`src/hw/acp_map.svh`:
```
// Register offsets, field positions and coding constants of the config port
`ifndef ACP_MAP_SVH
`define ACP_MAP_SVH

`define ACP_ADDR_RESET 7'h00
`define ACP_ADDR_FMT 7'h01
`define ACP_ADDR_MODE 7'h02
`define ACP_ADDR_TP_HI 7'h03
`define ACP_ADDR_TP_LO 7'h04

`define ACP_REG_RST_VAL 8'h00
`define ACP_RESET_BIT 7

`define ACP_FMT_DCS_OFF 7
`define ACP_FMT_SCRAMBLE 6
`define ACP_FMT_SIGNED 5
`define ACP_FMT_SLEEP 4
`define ACP_FMT_NAP_HI 3

`define ACP_MODE_CUR_HI 7
`define ACP_MODE_CUR_LO 5
`define ACP_MODE_TERM 4
`define ACP_MODE_OUTPUT_DRIVE_DISABLE 3
`define ACP_MODE_OM_HI 2

`define ACP_TP_EN_BIT 7
`define ACP_TP_HI_MSB 5

`define ACP_BIT_CNT_W 5
`define ACP_WORD_BITS 5'h10
`define ACP_ADDR_DONE 5'h08

`define ACP_OM_2L16 3'h0
`define ACP_OM_1L14 3'h5
`define ACP_CUR_3M5 3'h0
`define ACP_CUR_1M75 3'h7

`endif

```
`src/hw/acp_pkg.sv`:
```
// Types shared by the config port design
package acp_pkg;
  typedef enum logic [2:0] {
    ACP_PH_IDLE = 3'b001,
    ACP_PH_SHIFT = 3'b010,
    ACP_PH_DONE = 3'b100
  } acp_phase_e;
endpackage : acp_pkg

```
`src/hw/acp_config_port.sv`:
```
// Mode configuration port: serial register access, parallel straps, mode outputs
`include "acp_map.svh"
`timescale 1ns/1ns
`default_nettype none
module acp_config_port
  import acp_pkg::*;
#(
  parameter int CHANNELS = 4,
  parameter int DATA_W = 12
) (
  // Clock and reset
  input wire logic clk,
  input wire logic srst,
  // Programming mode strap
  input wire logic serial_parallel_select,
  // Serial port pins
  input wire logic cs_n,
  input wire logic sck,
  input wire logic sdi,
  input wire logic sdo_in,
  output logic sdo_out,
  output logic sdo_oe,
  // Converter samples and over-range flags
  input wire logic [CHANNELS*DATA_W-1:0] sample_in,
  input wire logic [CHANNELS-1:0] overrange_in,
  // Formatted words: {Dx, Dy, D11..D0} per channel
  output logic [CHANNELS*(DATA_W+2)-1:0] data_out,
  // Mode controls to the converter
  output logic duty_stabilizer_disable,
  output logic output_scramble_enable,
  output logic signed_format_select,
  output logic sleep_active,
  output logic [CHANNELS-1:0] nap_channel,
  output logic output_drive_disable,
  output logic [2:0] lvds_current_sel,
  output logic term_enable,
  output logic [2:0] output_mode,
  output logic test_pattern_enable
);

  localparam int WW = DATA_W + 2;
  localparam int BW = `ACP_BIT_CNT_W;

  ////////////////////////////////////////////////////////////////////////////
  // Pin synchronisers; chip select enters inverted so a cleared flop reads idle
  logic [4:0] pins_s;
  logic par_s;
  logic cs_on_s;
  logic sck_s;
  logic sdi_s;
  logic sdo_in_s;
  logic sck_d_reg;

  acp_sync #(
    .W(5)
  ) u_sync (
    .clk(clk),
    .srst(srst),
    .din({serial_parallel_select, !cs_n, sck, sdi, sdo_in}),
    .dout(pins_s)
  );

  assign par_s = pins_s[4];
  assign cs_on_s = pins_s[3];
  assign sck_s = pins_s[2];
  assign sdi_s = pins_s[1];
  assign sdo_in_s = pins_s[0];

  always_ff @(posedge clk)
  begin
    if (srst)
      sck_d_reg <= 1'b0;
    else
      sck_d_reg <= sck_s;
  end

  wire serial_mode = !par_s;
  wire sck_rise = sck_s && !sck_d_reg;
  wire sck_fall = !sck_s && sck_d_reg;
  wire cs_act = serial_mode && cs_on_s;

  ////////////////////////////////////////////////////////////////////////////
  // Serial word receiver
  acp_phase_e phase_reg;
  acp_phase_e phase_next;
  logic [BW-1:0] bit_cnt_reg;
  logic [14:0] in_shift_reg;
  logic rd_reg;
  logic [7:0] rd_shift_reg;

  wire take_bit = (phase_reg == ACP_PH_SHIFT) && sck_rise;
  wire last_bit = take_bit && (bit_cnt_reg == `ACP_WORD_BITS - 5'h01);
  wire addr_bit = take_bit && (bit_cnt_reg == `ACP_ADDR_DONE - 5'h01);
  // First captured bit is read/write, then address, then data
  wire word_rd = in_shift_reg[14];
  wire [6:0] word_addr = in_shift_reg[13:7];
  wire [7:0] word_data = {in_shift_reg[6:0], sdi_s};
  wire commit_wr = last_bit && !word_rd;
  wire rd_load = addr_bit && in_shift_reg[6];

  always_comb
  begin
    phase_next = phase_reg;
    unique case (phase_reg)
      ACP_PH_IDLE:
        if (cs_act)
          phase_next = ACP_PH_SHIFT;
      ACP_PH_SHIFT:
        if (!cs_act)
          phase_next = ACP_PH_IDLE;
        else if (last_bit)
          phase_next = ACP_PH_DONE;
      ACP_PH_DONE:
        if (!cs_act)
          phase_next = ACP_PH_IDLE;
    endcase
  end

  always_ff @(posedge clk)
  begin
    if (srst)
    begin
      phase_reg <= ACP_PH_IDLE;
      bit_cnt_reg <= '0;
      in_shift_reg <= '0;
    end
    else
    begin
      phase_reg <= phase_next;
      if (phase_reg == ACP_PH_IDLE)
        bit_cnt_reg <= '0;
      else if (take_bit)
        bit_cnt_reg <= bit_cnt_reg + 5'h01;
      if (take_bit)
        in_shift_reg <= {in_shift_reg[13:0], sdi_s};
    end
  end

  ////////////////////////////////////////////////////////////////////////////
  // Mode registers

  logic [7:0] fmt_reg;
  logic [7:0] mode_reg;
  logic [7:0] tp_hi_reg;
  logic [7:0] tp_lo_reg;
  logic soft_rst_reg;

  // Reset register is write-only and reads as zero
  function automatic logic [7:0] reg_read(input logic [6:0] a, input logic [7:0] f,
                                          input logic [7:0] m, input logic [7:0] h,
                                          input logic [7:0] l);
    logic [7:0] r;
    r = 8'h00;
    unique case (a)
      `ACP_ADDR_FMT: r = f;
      `ACP_ADDR_MODE: r = m;
      `ACP_ADDR_TP_HI: r = h;
      `ACP_ADDR_TP_LO: r = l;
      default: r = 8'h00;
    endcase
    return r;
  endfunction : reg_read

  // Bits 6..0 of the reset register are don't-care
  wire soft_rst_hit = commit_wr && (word_addr == `ACP_ADDR_RESET)
                      && word_data[`ACP_RESET_BIT];

  always_ff @(posedge clk)
  begin
    if (srst || soft_rst_hit)
    begin
      fmt_reg <= `ACP_REG_RST_VAL;
      mode_reg <= `ACP_REG_RST_VAL;
      tp_hi_reg <= `ACP_REG_RST_VAL;
      tp_lo_reg <= `ACP_REG_RST_VAL;
    end
    else if (commit_wr)
    begin
      if (word_addr == `ACP_ADDR_FMT)
        fmt_reg <= word_data;
      if (word_addr == `ACP_ADDR_MODE)
        mode_reg <= word_data;
      if (word_addr == `ACP_ADDR_TP_HI)
        tp_hi_reg <= word_data;
      if (word_addr == `ACP_ADDR_TP_LO)
        tp_lo_reg <= word_data;
    end
  end

  // One-cycle sleep pulse; the reset bit itself is never stored
  always_ff @(posedge clk)
  begin
    if (srst)
      soft_rst_reg <= 1'b0;
    else
      soft_rst_reg <= soft_rst_hit;
  end

  ////////////////////////////////////////////////////////////////////////////
  // Read-back on SDO; D7 stays over the fall after bit 8 so the host takes it on rise 9
  always_ff @(posedge clk)
  begin
    if (srst || !cs_act)
    begin
      rd_reg <= 1'b0;
      rd_shift_reg <= 8'hFF;
    end
    else if (rd_load)
    begin
      rd_reg <= 1'b1;
      rd_shift_reg <= reg_read({in_shift_reg[5:0], sdi_s}, fmt_reg, mode_reg,
                               tp_hi_reg, tp_lo_reg);
    end
    else if (rd_reg && sck_fall && phase_reg == ACP_PH_SHIFT && bit_cnt_reg != `ACP_ADDR_DONE)
      rd_shift_reg <= {rd_shift_reg[6:0], 1'b1};
  end

  // Open drain; gated by chip select so the pin holds the last bit after the word and lets go once chip select rises
  assign sdo_out = 1'b0;
  assign sdo_oe = cs_act && rd_reg && !rd_shift_reg[7];

  ////////////////////////////////////////////////////////////////////////////
  // Mode outputs, serial registers or parallel straps
  wire strap_cs = !cs_on_s;
  wire strap_sleep = par_s && sdi_s;
  wire reg_sleep = serial_mode && fmt_reg[`ACP_FMT_SLEEP];

  always_ff @(posedge clk)
  begin
    if (srst)
    begin
      duty_stabilizer_disable <= 1'b0;
      output_scramble_enable <= 1'b0;
      signed_format_select <= 1'b0;
      sleep_active <= 1'b0;
      nap_channel <= '0;
      output_drive_disable <= 1'b0;
      lvds_current_sel <= `ACP_CUR_3M5;
      term_enable <= 1'b0;
      output_mode <= `ACP_OM_2L16;
      test_pattern_enable <= 1'b0;
    end
    else if (par_s)
    begin
      duty_stabilizer_disable <= 1'b0;
      output_scramble_enable <= 1'b0;
      signed_format_select <= 1'b0;
      sleep_active <= strap_sleep;
      nap_channel <= '0;
      output_drive_disable <= 1'b0;
      lvds_current_sel <= sck_s ? `ACP_CUR_1M75 : `ACP_CUR_3M5;
      term_enable <= sdo_in_s;
      output_mode <= strap_cs ? `ACP_OM_1L14 : `ACP_OM_2L16;
      test_pattern_enable <= 1'b0;
    end
    else
    begin
      duty_stabilizer_disable <= fmt_reg[`ACP_FMT_DCS_OFF];
      output_scramble_enable <= fmt_reg[`ACP_FMT_SCRAMBLE];
      signed_format_select <= fmt_reg[`ACP_FMT_SIGNED];
      sleep_active <= reg_sleep || soft_rst_reg;
      nap_channel <= reg_sleep ? '0 : fmt_reg[CHANNELS-1:0];
      output_drive_disable <= mode_reg[`ACP_MODE_OUTPUT_DRIVE_DISABLE];
      lvds_current_sel <= mode_reg[`ACP_MODE_CUR_HI:`ACP_MODE_CUR_LO];
      term_enable <= mode_reg[`ACP_MODE_TERM];
      output_mode <= mode_reg[`ACP_MODE_OM_HI:0];
      test_pattern_enable <= tp_hi_reg[`ACP_TP_EN_BIT];
    end
  end

  ////////////////////////////////////////////////////////////////////////////
  // Output data formatting
  wire [WW-1:0] pattern = {tp_hi_reg[`ACP_TP_HI_MSB:0], tp_lo_reg};

  // Offset binary to two's complement, then LSB-xor randomizing
  function automatic logic [WW-1:0] fmt_word(input logic [DATA_W-1:0] s,
                                             input logic ovr, input logic sgn,
                                             input logic scr);
    logic [DATA_W-1:0] d;
    d = sgn ? {~s[DATA_W-1], s[DATA_W-2:0]} : s;
    if (scr)
      d = {d[DATA_W-1:1] ^ {(DATA_W-1){d[0]}}, d[0]};
    return {ovr, ovr, d};
  endfunction : fmt_word

  always_ff @(posedge clk)
  begin
    if (srst)
      data_out <= '0;
    else
      for (int c = 0; c < CHANNELS; c++)
        data_out[c*WW +: WW] <= test_pattern_enable ? pattern
          : fmt_word(sample_in[c*DATA_W +: DATA_W], overrange_in[c],
                     signed_format_select, output_scramble_enable);
  end
endmodule : acp_config_port
`default_nettype wire

```
`src/hw/acp_sync.sv`:
```
// Two-flop synchroniser for pin inputs
`timescale 1ns/1ns
`default_nettype none
module acp_sync #(
  parameter int W = 1
) (
  // Clock and reset
  input wire logic clk,
  input wire logic srst,
  // Async in, synced out
  input wire logic [W-1:0] din,
  output logic [W-1:0] dout
);
  logic [W-1:0] meta_reg;
  logic [W-1:0] sync_reg;

  always_ff @(posedge clk)
  begin
    if (srst)
    begin
      meta_reg <= '0;
      sync_reg <= '0;
    end
    else
    begin
      meta_reg <= din;
      sync_reg <= meta_reg;
    end
  end

  assign dout = sync_reg;
endmodule : acp_sync
`default_nettype wire

```
`config.mk`:
```
export PLATFORM = sky130hd
export DESIGN_NAME = acp_config_port
export DESIGN_NICKNAME = d
export VERILOG_FILES = /design/src/hw/acp_pkg.sv /design/src/hw/acp_config_port.sv /design/src/hw/acp_sync.sv
export VERILOG_INCLUDE_DIRS = /design/src /design/src/hw
export SDC_FILE = /design/constraint.sdc
export NUM_CORES = 1
export LEC_CHECK = 0
export BUFFER_PORTS_ARGS = -buffer_cell sky130_fd_sc_hd__buf_2
export CAP_MARGIN = 20
export CORE_ASPECT_RATIO = 1.75
export CORE_MARGIN = 4
export CORE_UTILIZATION = 54
export CTS_CLUSTER_SIZE = 8
export DETAILED_ROUTE_END_ITERATION = 7
export PLACE_DENSITY = 0.89
export SLEW_MARGIN = 20
export SYNTH_ARGS = -nofsm -noshare
export SYNTH_HDL_FRONTEND = slang
export SYNTH_SLANG_ARGS = --single-unit
export TNS_END_PERCENT = 5
```
`constraint.sdc`:
```
create_clock -name clk -period 2.55 [get_ports clk]
set_input_delay 0.765 -clock clk [delete_from_list [all_inputs] [get_ports clk]]
set_output_delay 0.765 -clock clk [all_outputs]
set_load 0.05 [all_outputs]
```
### Word level (Yosys, flattened, before mapping)

Cells that the tools add are included.

* $add $sub $neg: 1
* eq/ne operators: 17
* mux-type cells: 26
* bitwise operators: 8
* reductions and logical operators: 37

Operators by type and width (count)
* 12-bit 2-to-1 mux: 8
* 14-bit 2-to-1 mux: 4
* 11-bit bitwise XOR: 4
* 8-bit one-hot mux with 4 select lines: 1
* 7-bit by 2-bit equality test with 1-bit output, second input constant: 4
* 3-bit 2-to-1 mux: 8
* 1-bit logical AND: 17
* 8-bit 2-to-1 mux: 2
* 7-bit by 1-bit equality test with 1-bit output, second input constant: 2
* 7-bit by 3-bit equality test with 1-bit output, second input constant: 2
* 3-bit one-hot mux with 3 select lines: 1
* 2-bit AND reduction: 4
* 1-bit zero test: 7
* 7-bit zero test: 1
* 5-bit by 1-bit adder with 5-bit output, second input constant: 1
* 5-bit by 3-bit equality test with 1-bit output, second input constant: 1
* 5-bit by 4-bit equality test with 1-bit output, second input constant: 1
* 5-bit by 4-bit inequality test with 1-bit output, second input constant: 1
* 2-bit inequality test, second input constant: 2
* 1-bit inverter: 4
* 2-bit OR reduction: 2
* 3-bit by 1-bit equality test with 1-bit output, second input constant: 1
* 3-bit by 2-bit equality test with 1-bit output, second input constant: 1
* 3-bit equality test, second input constant: 1
* other kinds (6): 9

* bits in registers: 149
* input bits: 59
* output and inout bits: 75
* word-level logic and storage cells: 113

### Longest topological paths before layout

Gate-level depths: netlist of run 1.

* depth after elaboration: 8
* depth in mapped cells: 8
* gate-level depth less buffers: 7

### Cells and area by module

From an unflattened synthesis of run 1, not the netlist that was laid out.

* cells, all modules: 714
* area, all modules: 6200.9 um2

Modules (own cells, without submodules)
* acp_config_port: times used 1, cells each 694, area an instance 5938.2 um2, seq. area each 2782.7 um2
* acp_sync: times used 1, cells each 20, area an instance 262.8 um2, seq. area each 200.2 um2

### Worst setup path after synthesis of run 1

No wires, ideal clock.

* path type: flip-flop to output port
* from: register u_sync.sync_reg[4], in the netlist u_sync.dout[4]
* to: output sdo_oe
* data arrival time: 1.698 ns
* required time: 1.785 ns
* slack: 0.087 ns
* stages on the path, launching flop included: 3
* path buffers: 0
* cell sequence: dfxtp_1 > nand2b_1 > nor3b_1

* longest elaborated chain between the ends: 4

Ends and longest elaborated chain
* from (decl): line acp_sync.sv:15 `logic [W-1:0] sync_reg;`
* from (signal assigned): line acp_sync.sv:27 `sync_reg <= meta_reg;`
* 1-bit zero test: line acp_config_port.sv:77 `wire serial_mode = !par_s;`
* 1-bit logical AND: line acp_config_port.sv:80 `wire cs_act = serial_mode && cs_on_s;`
* 1-bit logical AND (2 in series): line acp_config_port.sv:220 `assign sdo_oe = cs_act && rd_reg && !rd_shift_reg[7];`
* to (decl): line acp_config_port.sv:22 `output logic sdo_oe,`

No other way between the ends.

### Worst setup path after layout of run 1

Ends and elaborated chain as after synthesis.

==> results of run 1 <==
kinds of logic after synthesis:
kind of cell | share of synthesized area [%]
other cells | 0.0623
compound gates | 18.0
flops | 49.6
buf+inv | 4.28
xor+xnor | 7.57
simple gates | 18.4
mux | 1.50
fa+ha+maj | 0.624
worst max-delay path: stages, from the launching register on:
cell      delay [ns]
dfxtp_1         0.43
nand2b_1        0.29
nor3b_1         0.24
buf_2           0.30
cells in the mapped netlist (7+ instances only):
master / number / share of area [%]
and2_1: 11 / 1.1
nand3_1: 12 / 1.0
xor2_1: 46 / 6.7
nand3b_1: 19 / 2.4
mux2i_1: 9 / 1.5
a21oi_1: 109 / 9.1
nand2b_1: 9 / 0.94
dfxtp_1: 149 / 50
o21ai_0: 52 / 4.3
clkbuf_1: 36 / 2.2
nand4_1: 25 / 2.6
nor3_1: 9 / 0.75
nor2b_1: 16 / 1.7
inv_1: 12 / 0.75
nor2_1: 21 / 1.3
a211oi_1: 7 / 0.87
nand2_1: 54 / 3.4
o211ai_1: 10 / 1.2
area by class of cell:
type	count	area share, %
Sequential cell	149	39.8
Tap cell	130	2.17
Inverter	12	0.602
Clock inverter	13	3.41
Multi-Input combinational cell	456	37.1
Timing Repair Buffer	154	11.2
Clock buffer	17	5.68
worst min path at each step:
stage,from,to,depth (start not counted)
floorplan,u_sync.meta_reg[0]$_SDFF_PP0_,u_sync.dout[0]$_SDFF_PP0_,1
global placement,u_sync.meta_reg[3]$_SDFF_PP0_,u_sync.dout[3]$_SDFF_PP0_,1
detailed placement,u_sync.meta_reg[2]$_SDFF_PP0_,u_sync.dout[2]$_SDFF_PP0_,1
CTS,u_sync.meta_reg[3]$_SDFF_PP0_,u_sync.dout[3]$_SDFF_PP0_,1
global route,u_sync.meta_reg[3]$_SDFF_PP0_,u_sync.dout[3]$_SDFF_PP0_,1
finish,u_sync.meta_reg[3]$_SDFF_PP0_,u_sync.dout[3]$_SDFF_PP0_,1
routing by layer:
metal / part of all wire, % / vias to the layer above / routed length, um / GRT usage [%]
met4: 7.3 / 0 / 1390 / 18.9
li1: - / 2579 / - / -
met5: 0 / - / 0 / 0
met3: 9.4 / 126 / 1790 / 8.09
met2: 50 / 409 / 9560 / 51.2
met1: 33 / 2729 / 6330 / 31.7
metrics by stage:
step	util [%]	instances	cell area (um^2)	setup slack, ns
floorplan	-	667	6020	0.0867
global placement	62.9	901	6810	0.575
detailed placement	62.9	901	6810	0.537
CTS	69.2	931	7490	0.0908
global route	69.2	931	7490	0.0211
finish	69.2	931	7490	0.0971
power by group:
part	internal, mW	switching, mW	leakage, nW
Combinational	0.133	0.339	1.48
Clock	1.92	0.998	0.321
Sequential	2.39	0.0301	1.22
Total	4.45	1.37	3.02
==> results.txt, run 1 <==
peak supply drop -> 0.000645 V
syn nets -> 729
setup repair after global routing missed its margin -> no
mean post-synth cell area -> 9.02 um^2
CTS buffer count -> 17
Pre-Repair DR Iteration Count -> 6
IO Pins -> 134
worst-path maximum fanout -> 13
Max Fclk -> 408 MHz
CTS tree -> built
worst-case reg-to-reg path depth -> 4
Clock Latency Late Sink -> 0.44 ns
Rel. slew slack -> 49.8%
Post-Syn Area -> 6020 um^2
Overflow after GRT -> 0
Diodes inserted -> 0
transition time of the tightest slew-check pin -> 0.747 ns
total die area -> 13,000 um^2
total power -> 5.81 mW
Total GRT Usage -> 30.0%
Pleak -> 3.02 nW
Avg WL per Cell -> 20.5 um
Vias -> 5,843
crit path DAT -> 1.69 ns
sequential fraction of the synthesis area -> 49.6%
most frequent cells in the layout -> dfxtp_1 (149), buf_2 (132), a21oi_1 (109)
I/O Buffers -> 132
Largest register FFs -> 56
Hold-fix buffers, CTS -> 0
flop-to-flop setup slack -> 0.43 ns
commonest non-fill, non-tap cell in the layout -> dfxtp_1
Final Cycle Share -> 96.2%
Clock Sinks -> 149
Synth Flop Type -> dfxtp_1
pwr dens -> 777 nW/um^2
post_cts resized -> 0
DRC -> 0
maximum buffer depth of the clock tree -> 2
outcome -> completed
number of antenna violations at the first check in global routing -> 0
Min Clock Period, post-route -> 2.45 ns
Mapped Cells -> 667
kind of critical path -> flip-flop to primary output
share of cells above drive strength 1 -> 24.1%
Yosys warnings -> 0
Final ANT Viol Nets -> 0
final WL -> 19.1 mm
setup TNS -> 0 ns
final net count -> 852
Root Buffer -> clkbuf_16
Worst Setup SP -> u_sync.dout[4]$_SDFF_PP0_
area grow syn2layout -> 24.4%
Setup Viol. Count Final -> 0
Setup Skew -> 0.00861 ns
Register Area -> 2980 um^2
Critical Path RT -> 1.79 ns
routability congestion estimate -> 0.930
number of global-route vias before repair -> 5,668
Post-synth ARST share -> 0%
synthesized flop and latch total -> 149
count of filler cells inserted in the layout -> 716
RR Startpoint -> in_shift_reg[3]$_SDFFE_PP0N_
Startpoint Class -> flip-flop
row cnt -> 50
Max Cap Viol -> 0
max-slew violations -> 0
EDFF count, synth -> 0
first-pass GRT wire length -> 29.7 mm
Post-CTS Setup Bufs -> 0
dpl hpwl -> 11.8 mm
vias per inst -> 6.28
initial drt markers -> 780
hold slack -> 0.433 ns
CP endpoint kind -> primary output
clk slew on worst S/H paths -> 0.06 ns
multi-input combinational cell area -> 2780 um^2
Netlist cell types -> 46
Initial Util -> 55.6%
CP Capture Point -> sdo_oe
Core Region -> 10,800 um^2
Die Wd -> 87.8 um
endpoints failing hold -> 0
H-tree depth -> 4
largest net degree at the start of global routing -> 37
r2r endpoint -> rd_shift_reg[4]$_SDFFE_PP1P_
worst hold path type -> flip-flop to flip-flop
DIE HEIGHT -> 148 um
Note: power is estimated with default switching activity, not from simulation.
==> run 2: changes to the inputs <==
- ABC_AREA: unset -> 1
- PLACE_DENSITY: 0.89 -> 0.88
==> run 2 against run 1 <==
  * Worst setup slack improved by 0.099 ns
  * Power fell by 4.4%
  * Via count rose by 0.80%
  * Flip-flop and latch count did not move
  * Largest cell class unchanged
  * Highest routed layer unchanged
  * Die area rose by 1.4%
  * Register-to-register slack improved by 0.05 ns
  * First-iteration DRC count fell by 30%
  * Cell area fell by 0.23%
  * Non-clock buffer count fell by 12
==> results.txt, run 2 <==
vias per inst -> 5.64 (was 6.28)
Diodes inserted -> 0 (unchanged)
Final ANT Viol Nets -> 0 (unchanged)
total die area -> 13,100 um^2 (was 13,000 um^2)
Setup Viol. Count Final -> 0 (unchanged)
clk slew on worst S/H paths -> 0.06 ns (about the same)
DIE HEIGHT -> 149 um (was 148 um)
Clock Latency Late Sink -> 0.42 ns (was 0.44 ns)
total power -> 5.56 mW (was 5.81 mW)
ranking of synthesized cells by area -> dfxtp_1 (49%), a21oi_1 (9.0%), nand2_1 (9.0%) (was dfxtp_1 (50%), a21oi_1 (9.1%), xor2_1 (6.7%))
first-pass GRT wire length -> 26.4 mm (was 29.7 mm)
Yosys warnings -> 0 (unchanged)
Pre-Repair DR Iteration Count -> 5 (was 6)
Root Buffer -> clkbuf_16 (unchanged)
transition time of the tightest slew-check pin -> 0.659 ns (was 0.747 ns)
Post-synth ARST share -> 0% (unchanged)
row cnt -> 51 (was 50)
Min Clock Period, post-route -> 2.35 ns (was 2.45 ns)
setup TNS -> 0 ns (unchanged)
Synth top area share -> 48.8% (was 49.6%)
kind of critical path -> flip-flop to primary output (unchanged)
CTS tree -> built (unchanged)
Hold Crit Start -> u_sync.meta_reg[2]$_SDFF_PP0_ (was u_sync.meta_reg[3]$_SDFF_PP0_)
EDFF count, synth -> 0 (unchanged)
Routed met3 length -> 995 um (was 1.79 mm)
Clock Sinks -> 149 (unchanged)
share of cells above drive strength 1 -> 22.2% (was 24.1%)
Max Fclk -> 425 MHz (was 408 MHz)
hold slack -> 0.405 ns (was 0.433 ns)
worst hold path type -> flip-flop to flip-flop (unchanged)
area grow syn2layout -> 22.2% (was 24.4%)
setup repair after global routing missed its margin -> no (unchanged)
pwr dens -> 744 nW/um^2 (was 777 nW/um^2)
Design Area, Final -> 7470 um^2 (was 7490 um^2)
number of antenna violations at the first check in global routing -> 0 (unchanged)
sequential fraction of the synthesis area -> 48.8% (was 49.6%)
Initial Util -> 55.0% (was 55.6%)
Setup Skew -> 0.00644 ns (was 0.00861 ns)
synth cell count leaders -> dfxtp_1 (149), nand2_1 (146), a21oi_1 (110) (was dfxtp_1 (149), a21oi_1 (109), nand2_1 (54))
Place WS -> 0.532 ns (was 0.537 ns)
post_cts resized -> 0 (unchanged)
Pleak -> 3.51 nW (was 3.02 nW)
RR Startpoint -> bit_cnt_reg[0]$_SDFFE_PP0N_ (was in_shift_reg[3]$_SDFFE_PP0N_)
CP endpoint kind -> primary output (unchanged)
peak supply drop -> 0.000645 V (about the same)
met2 WL post-DR -> 8.96 mm (was 9.56 mm)
Mapped Cells -> 779 (was 667)
outcome -> completed (unchanged)
cell accounting for the most synthesized area -> dfxtp_1 (unchanged)
commonest non-fill, non-tap cell in the layout -> dfxtp_1 (unchanged)
Worst Setup SP -> u_sync.dout[4]$_SDFF_PP0_ (unchanged)
synthesized flop and latch total -> 149 (unchanged)
Critical Path RT -> 1.79 ns (about the same)
Max Cap Viol -> 0 (unchanged)
CTS buffer count -> 17 (unchanged)
initial drt markers -> 545 (was 780)
largest net degree at the start of global routing -> 60 (was 37)
Netlist cell types -> 35 (was 46)
Overflow after GRT -> 0 (unchanged)
Final Non-Filler Cells -> 1,045 (was 931)
DP Cell Count -> 1,013 (was 901)
mean post-synth cell area -> 7.84 um^2 (was 9.02 um^2)
number of global-route vias before repair -> 5,682 (was 5,668)
Core Region -> 11,100 um^2 (was 10,800 um^2)
I/O Buffers -> 132 (unchanged)
placement-stage cell area -> 6830 um^2 (was 6810 um^2)
Synth Flop Type -> dfxtp_1 (unchanged)
flop-to-flop setup slack -> 0.48 ns (was 0.43 ns)
Startpoint Class -> flip-flop (unchanged)
Rel. slew slack -> 55.9% (was 49.8%)
dpl hpwl -> 11.8 mm (about the same)
routability congestion estimate -> 0.926 (was 0.930)
met1 wire length -> 5.84 mm (was 6.33 mm)
Die Wd -> 88.4 um (was 87.8 um)
Post-CTS Setup Bufs -> 0 (unchanged)
endpoints failing hold -> 0 (unchanged)
syn nets -> 841 (was 729)
Total GRT Usage -> 25.7% (was 30.0%)
most common cell in the netlist -> dfxtp_1 (unchanged)
most frequent cells in the layout -> dfxtp_1 (149), nand2_1 (146), buf_2 (132) (was dfxtp_1 (149), buf_2 (132), a21oi_1 (109))
final core utilization -> 67.3% (was 69.2%)
Post-Syn Area -> 6110 um^2 (was 6020 um^2)
max-slew violations -> 0 (unchanged)
Hold-fix buffers, CTS -> 0 (unchanged)
Largest register FFs -> 56 (unchanged)
Vias -> 5,890 (was 5,843)
DRC -> 0 (unchanged)
maximum buffer depth of the clock tree -> 2 (unchanged)
worst-path maximum fanout -> 7 (was 13)
Final Cycle Share -> 92.3% (was 96.2%)
Register Area -> 2980 um^2 (unchanged)
PnR worst setup slack -> 0.196 ns (was 0.0971 ns)
final net count -> 962 (was 852)
Avg WL per Cell -> 16.2 um (was 20.5 um)
crit path DAT -> 1.59 ns (was 1.69 ns)
H-tree depth -> 4 (unchanged)
count of filler cells inserted in the layout -> 905 (was 716)
IO Pins -> 134 (unchanged)
multi-input combinational cell area -> 2700 um^2 (was 2780 um^2)
final WL -> 16.9 mm (was 19.1 mm)
Top Layer Used -> met4 (unchanged)
run 2: cells by family (layout without fill, tap and decap cells):
family                   count (synthesis)  count (layout)  synth area share, %
AND/OR/NAND/NOR                        298             298                 23.0
AO/OA/AOI/OAI                          221             221                 19.9
flip-flops                             149             149                 48.8
buffers and inverters                  103             237                 7.02
XOR/XNOR                                 4               4                0.573
adder cells (fa/ha/maj)                  3               3                0.614
other                                    1               1               0.0614
run 2: worst max-delay path: stages (launching register included):
cell	delay [ns]
dfxtp_1	0.38
nor2_1	0.20
inv_1	0.10
nor3_1	0.18
buf_2	0.30
run 2: worst paths after layout:
check | to | cells after the start
worst max-delay path | sdo_oe | 4
worst min-delay path | u_sync.dout[2]$_SDFF_PP0_ | 2
worst max register to register | tp_lo_reg[7]$_SDFFE_PP0P_ | 10
worst min register to register | u_sync.dout[2]$_SDFF_PP0_ | 2
run 2: report_power, final:
group	internal, mW	switching (mW)
logic	0.132	0.328
clock network	1.68	1.00
registers	2.39	0.0227
run 2: final cells by class:
cell class              instances  area share, %
well taps                     132           2.21
inverters                      63           3.17
flip-flops and latches        149           39.9
multi-input cells             527           36.1
clock inverters                13           2.61
repair buffers                142           10.0
clock buffers                  19           5.93
run 2: metal layers:
metal  up-vias  track usage [%]
li1       2854                -
met1      2701             26.1
met2       261             45.5
met3        74             4.93
met4         0             18.2
met5         -                0
